## src/inc/cpm_pkg.sv

```systemverilog
// Package with mode, pin group, address and reset constants for the card pin mode mapper.
package cpm_pkg;

   typedef enum logic [1:0] {
      CPM_MODE_MEM,
      CPM_MODE_IO,
      CPM_MODE_IDE
   } cpm_mode_type;

   typedef enum logic [1:0] {
      CPM_UDMA_NONE,
      CPM_UDMA_WRITE,
      CPM_UDMA_READ
   } cpm_udma_type;

   // Host-side control pins as seen at the card connector, all active levels as wired.
   typedef struct packed {
      logic       ce1_n;
      logic       ce2_n;
      logic       oe_n;
      logic       we_n;
      logic       rd_strobe;
      logic       wr_strobe;
      logic       reg_n;
      logic       csel_n;
      logic [10:0] addr;
   } cpm_host_pins_type;

   // Card-side indications from the storage core.
   typedef struct packed {
      logic ready;
      logic irq;
      logic dma_req;
      logic in_ack;
      logic wait_req;
      logic dev_dmardy;
      logic dev_strobe;
      logic io16;
   } cpm_core_sig_type;

   // Decoded access presented to the storage core.
   typedef struct packed {
      logic       valid;
      logic       rd;
      logic       wr;
      logic       wide;
      logic       attr;
      logic       dma_ack;
      logic       host_strobe;
      logic       host_dmardy;
      logic       stop;
      logic [10:0] addr;
   } cpm_access_type;

   localparam logic [2:0]  CPM_TASKFILE_MASK = 3'h7;
   localparam int          CPM_TASK_BITS     = 3;
   localparam logic [10:0] CPM_ADDR_RESET    = 11'h000;
   localparam logic [1:0]  CPM_MODE_PIN_MEM  = 2'h0;
   localparam logic [1:0]  CPM_MODE_PIN_IO   = 2'h1;
   // Reset levels of pins 37, 42, 43 and 24, in that order from the top bit.
   localparam logic [3:0]  CPM_PINS_RESET    = 4'h7;

endpackage

```

## src/rtl/cpm_out_mux.sv

```systemverilog
// Mode-dependent selection of the card output pin levels.
`timescale 1ns/100ps
module cpm_out_mux (
   input  wire cpm_pkg::cpm_mode_type     mode,
   input  wire cpm_pkg::cpm_udma_type     udma,
   input  wire cpm_pkg::cpm_core_sig_type core,
   output logic                           pin37,
   output logic                           pin42,
   output logic                           pin43,
   output logic                           pin24
);
   always_comb begin
      pin37 = 1'b0;
      pin42 = 1'b1;
      pin43 = 1'b1;
      pin24 = 1'b1;
      case (mode)
         cpm_pkg::CPM_MODE_MEM: begin
            pin37 = core.ready;
            pin42 = ~core.wait_req;
            pin43 = ~core.in_ack;
            pin24 = 1'b0;
         end
         cpm_pkg::CPM_MODE_IO: begin
            pin37 = ~core.irq;
            pin42 = ~core.wait_req;
            pin43 = ~core.in_ack;
            // The core's indication passes inverted, so a host may still see words split into bytes.
            pin24 = ~core.io16;
         end
         cpm_pkg::CPM_MODE_IDE: begin
            pin37 = core.irq;
            pin43 = core.dma_req;
            pin24 = ~core.io16;
            case (udma)
               cpm_pkg::CPM_UDMA_WRITE: pin42 = ~core.dev_dmardy;
               cpm_pkg::CPM_UDMA_READ:  pin42 = core.dev_strobe;
               default:                 pin42 = ~core.wait_req;
            endcase
         end
         default: begin
            pin37 = 1'b0;
         end
      endcase
   end
endmodule

```

## src/rtl/cpm_pin_map.sv

```systemverilog
// Card host pin mapper: mode selection, input decoding and registered outputs.
`timescale 1ns/100ps
module cpm_pin_map (
   input  wire logic                        clk,
   input  wire logic                        rst_n,
   input  wire logic                        ide_sel_n,
   input  wire logic [1:0]                  pc_mode,
   input  wire cpm_pkg::cpm_udma_type       udma,
   input  wire cpm_pkg::cpm_host_pins_type  host,
   input  wire logic                        host_hi_valid,
   input  wire cpm_pkg::cpm_core_sig_type   core,
   output logic                             csel_pullup_en,
   output logic                             hi_pullup_en,
   output cpm_pkg::cpm_mode_type            mode_out,
   output cpm_pkg::cpm_access_type          acc,
   output logic                             pin37_r,
   output logic                             pin42_r,
   output logic                             pin43_r,
   output logic                             pin24_r,
   output logic                             dev_sel_r
);

   cpm_pkg::cpm_mode_type   mode_r;
   cpm_pkg::cpm_mode_type   mode_nxt;
   logic                    latched_r;
   logic                    latched_nxt;
   cpm_pkg::cpm_access_type acc_r;
   cpm_pkg::cpm_access_type acc_nxt;
   logic                    csel_pu_r;
   logic                    csel_pu_nxt;
   logic                    dev_sel_nxt;
   logic                    m37;
   logic                    m42;
   logic                    m43;
   logic                    m24;

   function automatic logic is_pc(input cpm_pkg::cpm_mode_type m);
      is_pc = (m != cpm_pkg::CPM_MODE_IDE);
   endfunction

   // The mode is caught once after reset release, since the select strap is a level.
   always_comb begin
      mode_nxt    = mode_r;
      latched_nxt = 1'b1;
      if (!latched_r) begin
         if (!ide_sel_n) begin
            mode_nxt = cpm_pkg::CPM_MODE_IDE;
         end else if (pc_mode == cpm_pkg::CPM_MODE_PIN_IO) begin
            mode_nxt = cpm_pkg::CPM_MODE_IO;
         end else begin
            mode_nxt = cpm_pkg::CPM_MODE_MEM;
         end
      end
   end

   always_ff @(posedge clk or negedge rst_n) begin
      if (!rst_n) begin
         mode_r    <= cpm_pkg::CPM_MODE_MEM;
         latched_r <= 1'b0;
      end else begin
         mode_r    <= mode_nxt;
         latched_r <= latched_nxt;
      end
   end

   // Input decode per mode.
   always_comb begin
      acc_nxt       = '0;
      acc_nxt.addr  = cpm_pkg::CPM_ADDR_RESET;
      csel_pu_nxt   = 1'b0;
      dev_sel_nxt   = 1'b0;
      if (latched_r) begin
         if (is_pc(mode_r)) begin
            csel_pu_nxt  = 1'b0;
            acc_nxt.attr = ~host.reg_n;
            // Word access only with the upper byte lines actually present.
            acc_nxt.wide = ~host.ce1_n & ~host.ce2_n & host_hi_valid;
            acc_nxt.valid = ~host.ce1_n | (~host.ce2_n & host_hi_valid);
            acc_nxt.addr = host.addr;
            if (mode_r == cpm_pkg::CPM_MODE_MEM) begin
               acc_nxt.rd = ~host.oe_n;
               acc_nxt.wr = ~host.we_n;
            end else begin
               acc_nxt.rd = ~host.rd_strobe;
               acc_nxt.wr = ~host.wr_strobe;
            end
         end else begin
            csel_pu_nxt     = 1'b1;
            dev_sel_nxt     = ~host.csel_n;
            acc_nxt.dma_ack = ~host.reg_n;
            acc_nxt.valid   = ~host.ce1_n | ~host.ce2_n;
            acc_nxt.addr    = {8'h00, host.addr[2:0] & cpm_pkg::CPM_TASKFILE_MASK};
            case (udma)
               cpm_pkg::CPM_UDMA_WRITE: begin
                  acc_nxt.host_strobe = host.rd_strobe;
                  acc_nxt.stop        = host.wr_strobe;
               end
               cpm_pkg::CPM_UDMA_READ: begin
                  acc_nxt.host_dmardy = ~host.rd_strobe;
                  acc_nxt.stop        = host.wr_strobe;
               end
               default: begin
                  acc_nxt.rd = ~host.rd_strobe;
                  acc_nxt.wr = ~host.wr_strobe;
               end
            endcase
         end
      end
   end

   always_ff @(posedge clk or negedge rst_n) begin
      if (!rst_n) begin
         acc_r     <= '0;
         csel_pu_r <= 1'b0;
         dev_sel_r <= 1'b0;
      end else begin
         acc_r     <= acc_nxt;
         csel_pu_r <= csel_pu_nxt;
         dev_sel_r <= dev_sel_nxt;
      end
   end

   cpm_out_mux i_cpm_out_mux (
      .mode  (mode_r),
      .udma  (udma),
      .core  (core),
      .pin37 (m37),
      .pin42 (m42),
      .pin43 (m43),
      .pin24 (m24)
   );

   always_ff @(posedge clk or negedge rst_n) begin
      if (!rst_n) begin
         {pin37_r, pin42_r, pin43_r, pin24_r} <= cpm_pkg::CPM_PINS_RESET;
      end else begin
         pin37_r <= m37;
         pin42_r <= m42;
         pin43_r <= m43;
         pin24_r <= m24;
      end
   end

   assign csel_pullup_en = csel_pu_r;
   assign hi_pullup_en   = 1'b0;
   assign mode_out       = mode_r;
   assign acc            = acc_r;

   a_csel_ignored: assert property (@(posedge clk) disable iff (!rst_n)
      latched_r && is_pc(mode_r) |=> !csel_pullup_en && !dev_sel_r)
      else $error("cable select acted on in PC Card mode");

   a_ide_addr_lim: assert property (@(posedge clk) disable iff (!rst_n)
      latched_r && mode_r == cpm_pkg::CPM_MODE_IDE |=> acc.addr[10:3] == 8'h00)
      else $error("task file address wider than three bits");

   a_dmack_map: assert property (@(posedge clk) disable iff (!rst_n)
      latched_r && mode_r == cpm_pkg::CPM_MODE_IDE |=> acc.dma_ack == !$past(host.reg_n))
      else $error("dma acknowledge not taken from attribute select");

   a_iordy_map: assert property (@(posedge clk) disable iff (!rst_n)
      mode_r == cpm_pkg::CPM_MODE_IDE && udma == cpm_pkg::CPM_UDMA_NONE
      |=> pin42_r == !$past(core.wait_req))
      else $error("ready pin not IORDY outside burst");

   a_ddmardy_map: assert property (@(posedge clk) disable iff (!rst_n)
      mode_r == cpm_pkg::CPM_MODE_IDE && udma == cpm_pkg::CPM_UDMA_WRITE
      |=> pin42_r == !$past(core.dev_dmardy) && acc.stop == $past(host.wr_strobe))
      else $error("write burst pin mapping wrong");

   a_dstrobe_map: assert property (@(posedge clk) disable iff (!rst_n)
      mode_r == cpm_pkg::CPM_MODE_IDE && udma == cpm_pkg::CPM_UDMA_READ
      |=> pin42_r == $past(core.dev_strobe) && acc.host_dmardy == !$past(host.rd_strobe))
      else $error("read burst pin mapping wrong");

   a_irq_map: assert property (@(posedge clk) disable iff (!rst_n)
      mode_r == cpm_pkg::CPM_MODE_IO |=> pin37_r == !$past(core.irq))
      else $error("interrupt pin wrong in I/O mode");

   a_wide_needs_hi: assert property (@(posedge clk) disable iff (!rst_n)
      !host_hi_valid |=> !acc.wide)
      else $error("word access without upper byte lines");

   a_io16_pc: assert property (@(posedge clk) disable iff (!rst_n)
      mode_r == cpm_pkg::CPM_MODE_MEM |=> pin24_r == 1'b0)
      else $error("write protect pin not low in memory mode");

   a_io16_map: assert property (@(posedge clk) disable iff (!rst_n)
      mode_r == cpm_pkg::CPM_MODE_IO |=> pin24_r == !$past(core.io16))
      else $error("16-bit indication wrong in I/O mode");

   a_ide_latch: assert property (@(posedge clk) disable iff (!rst_n)
      !latched_r && !ide_sel_n |=> mode_r == cpm_pkg::CPM_MODE_IDE)
      else $error("IDE mode not entered");

endmodule

```

## config.mk

```make
export PLATFORM = sky130hd
export DESIGN_NAME = cpm_pin_map
export DESIGN_NICKNAME = d
export VERILOG_FILES = /design/src/inc/cpm_pkg.sv /design/src/rtl/cpm_out_mux.sv /design/src/rtl/cpm_pin_map.sv
export SDC_FILE = /design/constraint.sdc
export NUM_CORES = 1
export LEC_CHECK = 0
export ABC_AREA = 1
export BUFFER_PORTS_ARGS = -buffer_cell sky130_fd_sc_hd__buf_2
export CAP_MARGIN = 20
export CORE_UTILIZATION = 45
export CTS_BUF_LIST = sky130_fd_sc_hd__clkbuf_2
export DETAILED_ROUTE_END_ITERATION = 8
export GPL_ROUTABILITY_DRIVEN = 0
export PLACE_DENSITY = 0.85
export SLEW_MARGIN = 30
export SYNTH_ARGS = -nofsm -noshare
export SYNTH_HDL_FRONTEND = slang
export SYNTH_SLANG_ARGS = --single-unit
```

## constraint.sdc

```tcl
create_clock -name clk -period 1.5 [get_ports clk]
set_input_delay 0.225 -clock clk [delete_from_list [all_inputs] [get_ports clk]]
set_output_delay 0.225 -clock clk [all_outputs]
set_load 0.005 [all_outputs]
```

==> impl_metrics.json, run 1 <==
{
  "grt_usage_pct": 19.64,
  "ff2ff_path_depth": 5,
  "r2r-start": "mode_out[0]",
  "placed_cell_area_um2": 1530,
  "skew_ns": 0.01054,
  "worstSkewPairLatency_ns": 0.34,
  "critPathCaptureType": "register",
  "die_h_um": 53.59,
  "dr.pass1.iters": 4,
  "ir_worst_vdd_v": 0.0006117,
  "required_ns": 1.78,
  "fin_setup_tns_ns": 0,
  "p_int_w": 0.001248,
  "ys_warn_count": 0,
  "clock_path_buffers": 2,
  "cts_sinks": 29,
  "syn-num-nets": 171,
  "p_comb_share_pct": 15.2,
  "post-route-period-util_pct": 90.59,
  "syn_to_final_growth_pct": 37.72,
  "row_count": 18,
  "setup_violations": 0,
  "coreArea_um2": 2500,
  "hold_class": "in -> reg",
  "final_common_cell": "buf_2",
  "power.switching_w": 0.0004114,
  "slowest_stage": "dfrtp_1",
  "startpoint": "mode_out[0]",
  "io_buffers": 62,
  "start_kind": "register",
  "grt_max_degree": 30,
  "path_depth": 5,
  "cp_top_family": "flip-flops",
  "drt_iter0_drc": 10,
  "vias": 1043,
  "p_leak_nw": 1.036,
  "grt_overflow": 0,
  "dp.final_hpwl_um": 1816,
  "layout_common_cells": "62 x buf_2, 27 x inv_1, 26 x dfrtp_1",
  "path_buf_inv": 2,
  "viasPerCell": 4.496,
  "dp.cells": 219,
  "grt_pass1_wl_um": 3822,
  "avgSynthCellArea_um2": 9.282,
  "holdPathStages": 2,
  "die_area_um2": 2871,
  "drive_gt1_share_pct": 37.13,
  "grt_pass1_vias": 1005,
  "synth_cell_type_count": 15,
  "grt_antenna_before_repair": 0,
  "ant_nets": 0,
  "worstPathMaxFanout": 10,
  "p_per_area_nw_per_um2": 1006,
  "slowest_delay_ns": 0.45,
  "clkPwrFrac_pct": 32.5,
  "fillers": 231,
  "h-tree-depth": 2,
  "cts_buffers": 5,
  "switching_share_pct": 24.80,
  "holdCritStartpoint": "host[12]",
  "status": "completed",
  "period_minus_slack_ns": 1.359,
  "relSlewSlack_pct": 59.07,
  "io_pins": 64,
  "hold_viol": 0,
  "stdcell_area_um2": 1649,
  "seqPwrFrac_pct": 52.3,
  "ys_ff_latch": 29,
  "syn_inst": 129,
  "final_cells": 232,
  "netlist_area_um2": 1197,
  "ys_seq_area_share_pct": 60.92,
  "drc": 0,
  "n_antenna_cell": 0,
  "rsz0062_at_grt": "no",
  "drv_cap": 0,
  "cts_tree": "built",
  "max_freq_mhz": 736.0,
  "drt_wl_total_um": 2396,
  "start_util_pct": 47.90,
  "holdWs_ns": 0.04309,
  "routedWlPerCell_um": 10.33,
  "slew_viol_final": 0,
  "cts.reportedPaths.clkPinSlew_ns": 0.14,
  "crit_arrival_ns": 1.64,
  "clock-root-buffer": "clkbuf_2",
  "die_x_um": 53.59,
  "crit_type": "reg -> reg",
  "tightest_slew_ns": 0.6140,
  "cts_setup_buffers": 0,
  "final_nets": 243,
  "p_total_w": 0.001659,
  "crit_chain": "inv_1, ha_1, inv_2, nand2_2, nor3_2"
}
==> timing repair <==
item	in CTS	in global routing
gates resized for setup	0	1
hold buffers	4	1
setup endpoints to repair	0	1
endpoints found under the hold margin	29	1
==> final cells by class <==
cell class	count	area (µm²)	share of cell area, %
clock buffer	6	30.03	1.821
inverter	28	105.1	6.373
sequential	29	729.5	44.23
tap	30	37.54	2.276
timing repair buffer	67	360.3	21.85
clock inverter	2	33.78	2.049
multi-input combinational	70	352.8	21.40
==> per-stage QoR <==
step / setup slack, ns / util [%]
floorplan: 0.3163 / -
global placement: 0.2440 / 61.21
detailed placement: 0.1648 / 61.21
CTS: 0.1309 / 65.37
global route: 0.01116 / 65.97
finish: 0.1412 / 65.97
==> synthesized netlist by cell type <==
| library cell | count | area, µm² |
|---|---|---|
| nand4_1 | 1 | 6.260 |
| nand3_1 | 4 | 20.02 |
| conb_1 | 2 | 7.510 |
| nor3_1 | 2 | 10.01 |
| dfrtp_1 | 26 | 650.6 |
| dfstp_2 | 3 | 78.83 |
| ha_1 | 7 | 87.58 |
| o21ai_0 | 5 | 25.02 |
| nor2_1 | 22 | 82.58 |
| buf_4 | 2 | 15.01 |
| nand2_1 | 22 | 82.58 |
| inv_2 | 1 | 3.750 |
| nand2_2 | 1 | 6.260 |
| a21oi_1 | 4 | 20.02 |
| inv_1 | 27 | 101.4 |
==> per-layer routing <==
layer  track usage [%]  vias to the layer above  routed length, µm
met5                 0                        -                  0
met4             7.895                        0                 36
met3             9.040                        6                225
met2             34.58                       51               1178
met1             20.00                      466                955
li1                  -                      520                  -
==> worst paths after layout <==
path / to / slack [ns]
min reg2reg: mode_out[1] / 0.64
max reg2reg: acc[16] / 0.14
min in group asynchronous: acc[7] / 0.40
min: acc[15] / 0.04
max: acc[16] / 0.14
max in group asynchronous: acc[13] / 0.69
==> state kept, by name, summed over array words and instances, names as in the netlist <==
signal / cells
pin37_r: 1
latched_r: 1
acc: 20
pin43_r: 1
pin42_r: 1
dev_sel_r: 1
mode_out: 2
pin24_r: 1
csel_pullup_en: 1
==> cell families after synthesis <==
logic type | Yosys count | synth area share [%]
flops | 29 | 60.92
compound gates | 9 | 3.761
other cells | 2 | 0.6272
buf+inv | 30 | 10.03
simple gates | 52 | 17.35
fa+ha+maj | 7 | 7.314
==> worst reg2reg max path, stage by stage, from the launching register on <==
cell	delay [ns]
dfrtp_1	0.45
inv_1	0.10
ha_1	0.30
inv_2	0.11
nand2_2	0.14
nor3_2	0.19
==> power by group through the flow <==
stage          Sequential [W]  Combinational (W)  Clock (W)
2_1_floorplan        0.000887           0.000107          0
3_3_place_gp         0.000880           0.000240          0
3_5_place_dp         0.000882           0.000246          0
4_1_cts              0.000868           0.000254   0.000558
5_1_grt              0.000874           0.000292   0.000596
6_report             0.000867           0.000253   0.000539
No activity file was read; power rests on OpenSTA's default activity.
==> run 2: changes to the inputs <==
- MAX_ROUTING_LAYER: not set -> met4
==> impl_metrics.json, run 2 (same netlist as run 1, synthesis figures left out) <==
{
  "status": "completed",
  "worstSkewPairLatency_ns": 0.35,
  "relSlewSlack_pct": 59.06,
  "n_antenna_cell": 0,
  "hold_viol": 0,
  "tightest_slew_ns": 0.6141,
  "dr.pass1.iters": 4,
  "grt_overflow": 0,
  "fin_setup_tns_ns": 0,
  "cts_buffers": 5,
  "crit_type": "reg -> reg",
  "crit_chain": "inv_1, ha_1, inv_2, nand2_2, nor3_2",
  "syn_to_final_growth_pct": 37.72,
  "final_nets": 243,
  "dp.final_hpwl_um": 1816,
  "worstPathMaxFanout": 10,
  "cts_tree": "built",
  "io_buffers": 62,
  "post-route-period-util_pct": 90.61,
  "slowest_stage": "dfrtp_1",
  "row_count": 18,
  "die_h_um": 53.59,
  "clock_path_buffers": 2,
  "crit_arrival_ns": 1.64,
  "grt_max_degree": 30,
  "clock-root-buffer": "clkbuf_2",
  "skew_ns": 0.01055,
  "holdWs_ns": 0.03977,
  "coreArea_um2": 2500,
  "seqCellArea_um2": 729.5,
  "routedWlPerCell_um": 10.34,
  "multiInputGateArea_um2": 352.8,
  "largest_register_ffs": 20,
  "setup_violations": 0,
  "critPathCaptureType": "register",
  "die_area_um2": 2871,
  "grt_pass1_wl_um": 3815,
  "start_util_pct": 47.90,
  "ant_nets": 0,
  "path_buf_inv": 2,
  "drv_cap": 0,
  "drt_iter0_drc": 10,
  "p_leak_nw": 1.036,
  "start_kind": "register",
  "drc": 0,
  "die_x_um": 53.59,
  "io_pins": 64,
  "cts_sinks": 29,
  "max_freq_mhz": 735.7,
  "period_minus_slack_ns": 1.359,
  "vias": 1046,
  "grt_pass1_vias": 1006,
  "grt_antenna_before_repair": 0,
  "slowest_delay_ns": 0.45,
  "final_util_pct": 65.97,
  "cp_top_family": "flip-flops",
  "hold_class": "in -> reg",
  "rsz0062_at_grt": "no",
  "p_per_area_nw_per_um2": 1007,
  "h-tree-depth": 2,
  "cts_setup_buffers": 0,
  "final_common_cell": "buf_2",
  "viasPerCell": 4.509,
  "ir_worst_vdd_v": 0.0006118,
  "layout_common_cells": "62 x buf_2, 27 x inv_1, 26 x dfrtp_1",
  "drt_wl_total_um": 2400,
  "slew_viol_final": 0,
  "cts.reportedPaths.clkPinSlew_ns": 0.14,
  "fillers": 231,
  "required_ns": 1.78,
  "grt_usage_pct": 20.22,
  "drive_gt1_share_pct": 37.13
}
==> run 2: cell counts in the layout (fill, tap and decap cells not counted) <==
No cell type changed its count.
==> run 2: timing repair <==
action / CTS / global route
endpoints found under the setup margin: 0 / 1
endpoints found under the hold margin: 29 / 1
gates resized for setup: 0 / 1
hold buffers: 4 / 1
==> run 2: layout make-up <==
| cell class | instances | area share, % |
|---|---|---|
| inverter | 28 | 6.373 |
| tap | 30 | 2.276 |
| sequential | 29 | 44.23 |
| clock buffer | 6 | 1.821 |
| multi-input combinational | 70 | 21.40 |
| timing repair buffer | 67 | 21.85 |
| clock inverter | 2 | 2.049 |
==> run 2: worst paths after layout <==
path	slack, ns	from	endpoint	cells past startpoint
setup reg to reg	0.14	mode_out[0]	acc[16]	5
setup / recovery	0.14	mode_out[0]	acc[16]	5
hold / removal	0.04	host[12]	acc[15]	2
max in group asynchronous	0.69	rst_n	acc[13]	2
hold reg to reg	0.64	mode_out[1]	mode_out[1]	2
min in group asynchronous	0.39	rst_n	acc[7]	2
==> run 2: report_power, final <==
part | internal [W] | switching [W] | total, W | leakage, nW
combinational | 0.000119 | 0.000134 | 0.000253 | 0.622
sequential | 0.000844 | 0.0000231 | 0.000867 | 0.374
clock | 0.000285 | 0.000256 | 0.000540 | 0.0406
==> run 2: routing by layer <==
metal	up-vias	track usage [%]	wire length, µm
met5	-	-	0
met4	0	7.895	36
met3	7	8.475	220
met2	51	34.58	1179
met1	468	20.36	963
li1	520	-	-
==> run 2: worst register-to-register path, cell delays in order (launching register included) <==
cell and delay (ns):
dfrtp_1 0.45, inv_1 0.10, ha_1 0.30, inv_2 0.11, nand2_2 0.14, nor3_2 0.19
==> run 2: stage by stage <==
step / total power [W] / std cells / cell area (µm²) / setup slack [ns]
2_1_floorplan: 0.0009941 / 129 / 1197 / 0.3163
3_3_place_gp: 0.001120 / 219 / 1530 / 0.2440
3_5_place_dp: 0.001128 / 219 / 1530 / 0.1648
4_1_cts: 0.001680 / 231 / 1634 / 0.1309
5_1_grt: 0.001761 / 232 / 1649 / 0.01116
6_report: 0.001660 / 232 / 1649 / 0.1408
==> run 3: changes to the inputs <==
- PLACE_DENSITY: 0.85 -> 0.84
- SYNTH_HIERARCHICAL: not set -> 1
==> impl_metrics.json, run 3 <==
{
  "drc": 0,
  "dp_slack_ns": 0.3978,
  "hold_viol": 0,
  "relSlewSlack_pct": 58.08,
  "clock-root-buffer": "clkbuf_2",
  "cts_setup_buffers": 0,
  "syn_inst": 132,
  "ys_ff_latch": 29,
  "period_minus_slack_ns": 1.200,
  "p_per_area_nw_per_um2": 986.0,
  "grt_usage_pct": 19.24,
  "row_count": 18,
  "cts_sinks": 29,
  "layout_common_cells": "62 x buf_2, 28 x nor2_1, 26 x dfrtp_1",
  "cts.reportedPaths.clkPinSlew_ns": 0.14,
  "viasPerCell": 4.398,
  "grt_overflow": 0,
  "synth-main-ff-cell": "dfrtp_1",
  "cp_top_family": "flip-flops",
  "drt_wl_total_um": 2445,
  "skew_ns": 0.01884,
  "grt_max_degree": 30,
  "ant_nets": 0,
  "cts_buffers": 5,
  "clock_path_buffers": 2,
  "ir_worst_vdd_v": 0.0006957,
  "async_reset_ff_share_pct": 100.0,
  "reg2reg_setup_slack_ns": 0.36,
  "grt_antenna_before_repair": 0,
  "synth_cell_type_count": 18,
  "cts_tree": "built",
  "yosys-top-cells-count": "28 x nor2_1, 26 x dfrtp_1, 24 x inv_1",
  "start_util_pct": 49.07,
  "fin_ws_ns": 0.2996,
  "fin_setup_tns_ns": 0,
  "yosysTopAreaCellShare_pct": 52.10,
  "crit_arrival_ns": 0.98,
  "drive_gt1_share_pct": 38.83,
  "max_freq_mhz": 833.0,
  "seqCellArea_um2": 729.5,
  "worstSkewPairLatency_ns": 0.35,
  "yosys-top-cells-area": "dfrtp_1 52%, ha_1 9.0%, nor2_1 8.4%",
  "die_h_um": 54.68,
  "slew_viol_final": 0,
  "slowest_delay_ns": 0.54,
  "stdcell_area_um2": 1700,
  "setup_violations": 0,
  "crit_type": "reg -> out",
  "synth_top_area_cell": "dfrtp_1",
  "io_pins": 64,
  "cts_resized": 0,
  "drt_iter0_drc": 9,
  "grt_pass1_wl_um": 3753,
  "cts_hold_buf": 2,
  "fillers": 214,
  "worstPathMaxFanout": 1,
  "tightest_slew_ns": 0.6289,
  "final_nets": 249,
  "routedWlPerCell_um": 10.36,
  "dp.final_hpwl_um": 1851,
  "dp.cells": 224,
  "coreArea_um2": 2545,
  "n_antenna_cell": 0,
  "die_area_um2": 2989,
  "path_buf_inv": 1,
  "post-route-period-util_pct": 80.03,
  "p_leak_nw": 1.056,
  "io_buffers": 62,
  "largest_register_ffs": 20,
  "slowest_stage": "dfstp_2",
  "syn-num-nets": 176,
  "required_ns": 1.27,
  "rsz0062_at_grt": "no",
  "vias": 1038,
  "multiInputGateArea_um2": 410.4,
  "grt_pass1_vias": 917,
  "start_kind": "register",
  "status": "completed",
  "netlist_area_um2": 1249,
  "ys_seq_area_share_pct": 58.42,
  "h-tree-depth": 2,
  "crit_chain": "buf_2",
  "syn_to_final_growth_pct": 36.17,
  "dr.pass1.iters": 4,
  "drv_cap": 0,
  "synth_edf_count": 0,
  "critPathCaptureType": "output pin",
  "final_cells": 236,
  "die_x_um": 54.68,
  "hold_class": "in -> reg",
  "synth.most_common_cell": "nor2_1",
  "ys_warn_count": 6,
  "avgSynthCellArea_um2": 9.460,
  "final_common_cell": "buf_2",
  "placed_cell_area_um2": 1597
}
==> run 3: worst paths after layout <==
check                            endpoint         from  cells past startpoint
setup / recovery                  pin24_r      pin24_r                      1
max in group asynchronous  csel_pullup_en        rst_n                      2
setup reg to reg                  acc[12]    latched_r                      4
hold reg to reg            csel_pullup_en  mode_out[0]                      2
min in group asynchronous       latched_r        rst_n                      2
hold / removal                    pin43_r      core[4]                      2
==> run 3: area by class of cell <==
| class | instances | area share [%] |
|---|---|---|
| inverters | 25 | 5.519 |
| flip-flops and latches | 29 | 42.90 |
| multi-input cells | 76 | 24.14 |
| clock buffers | 6 | 1.766 |
| repair buffers | 68 | 21.49 |
| clock inverters | 2 | 1.987 |
| well taps | 30 | 2.208 |
==> run 3: cells by family (layout without fill, tap and decap cells) <==
family | after synthesis | count (layout) | share of synthesized area [%]
AND/OR/NAND/NOR | 57 | 57 | 19.14
flip-flops | 29 | 29 | 58.42
buffers and inverters | 27 | 101 | 8.717
adder cells (fa/ha/maj) | 9 | 9 | 9.018
AO/OA/AOI/OAI | 7 | 7 | 3.306
other | 2 | 2 | 0.6014
multiplexers | 1 | 1 | 0.8016
==> run 3: report_power, final <==
| part | switching, W | internal [W] |
|---|---|---|
| logic | 0.000139 | 0.000126 |
| registers | 0.0000204 | 0.000843 |
| clock network | 0.000262 | 0.000285 |
==> run 3: metrics by stage <==
stage,hold slack [ns],total power [W],utilization (%)
final,0.02686,0.001677,66.81
after global routing,0.006290,0.001775,66.81
after CTS,0.0005632,0.001684,66.03
after detailed placement,0.2772,0.001139,62.73
after global placement,0.2764,0.001130,62.73
after floorplan,-0.07059,0.001000,-
==> run 3: routing by layer <==
layer | part of all wire (%) | vias up | GRT usage, %
met2 | 53 | 30 | 32.13
met1 | 40 | 473 | 20.14
li1 | - | 530 | -
met4 | 2.2 | 0 | 11.54
met3 | 4.7 | 5 | 5.000
met5 | 0 | - | -
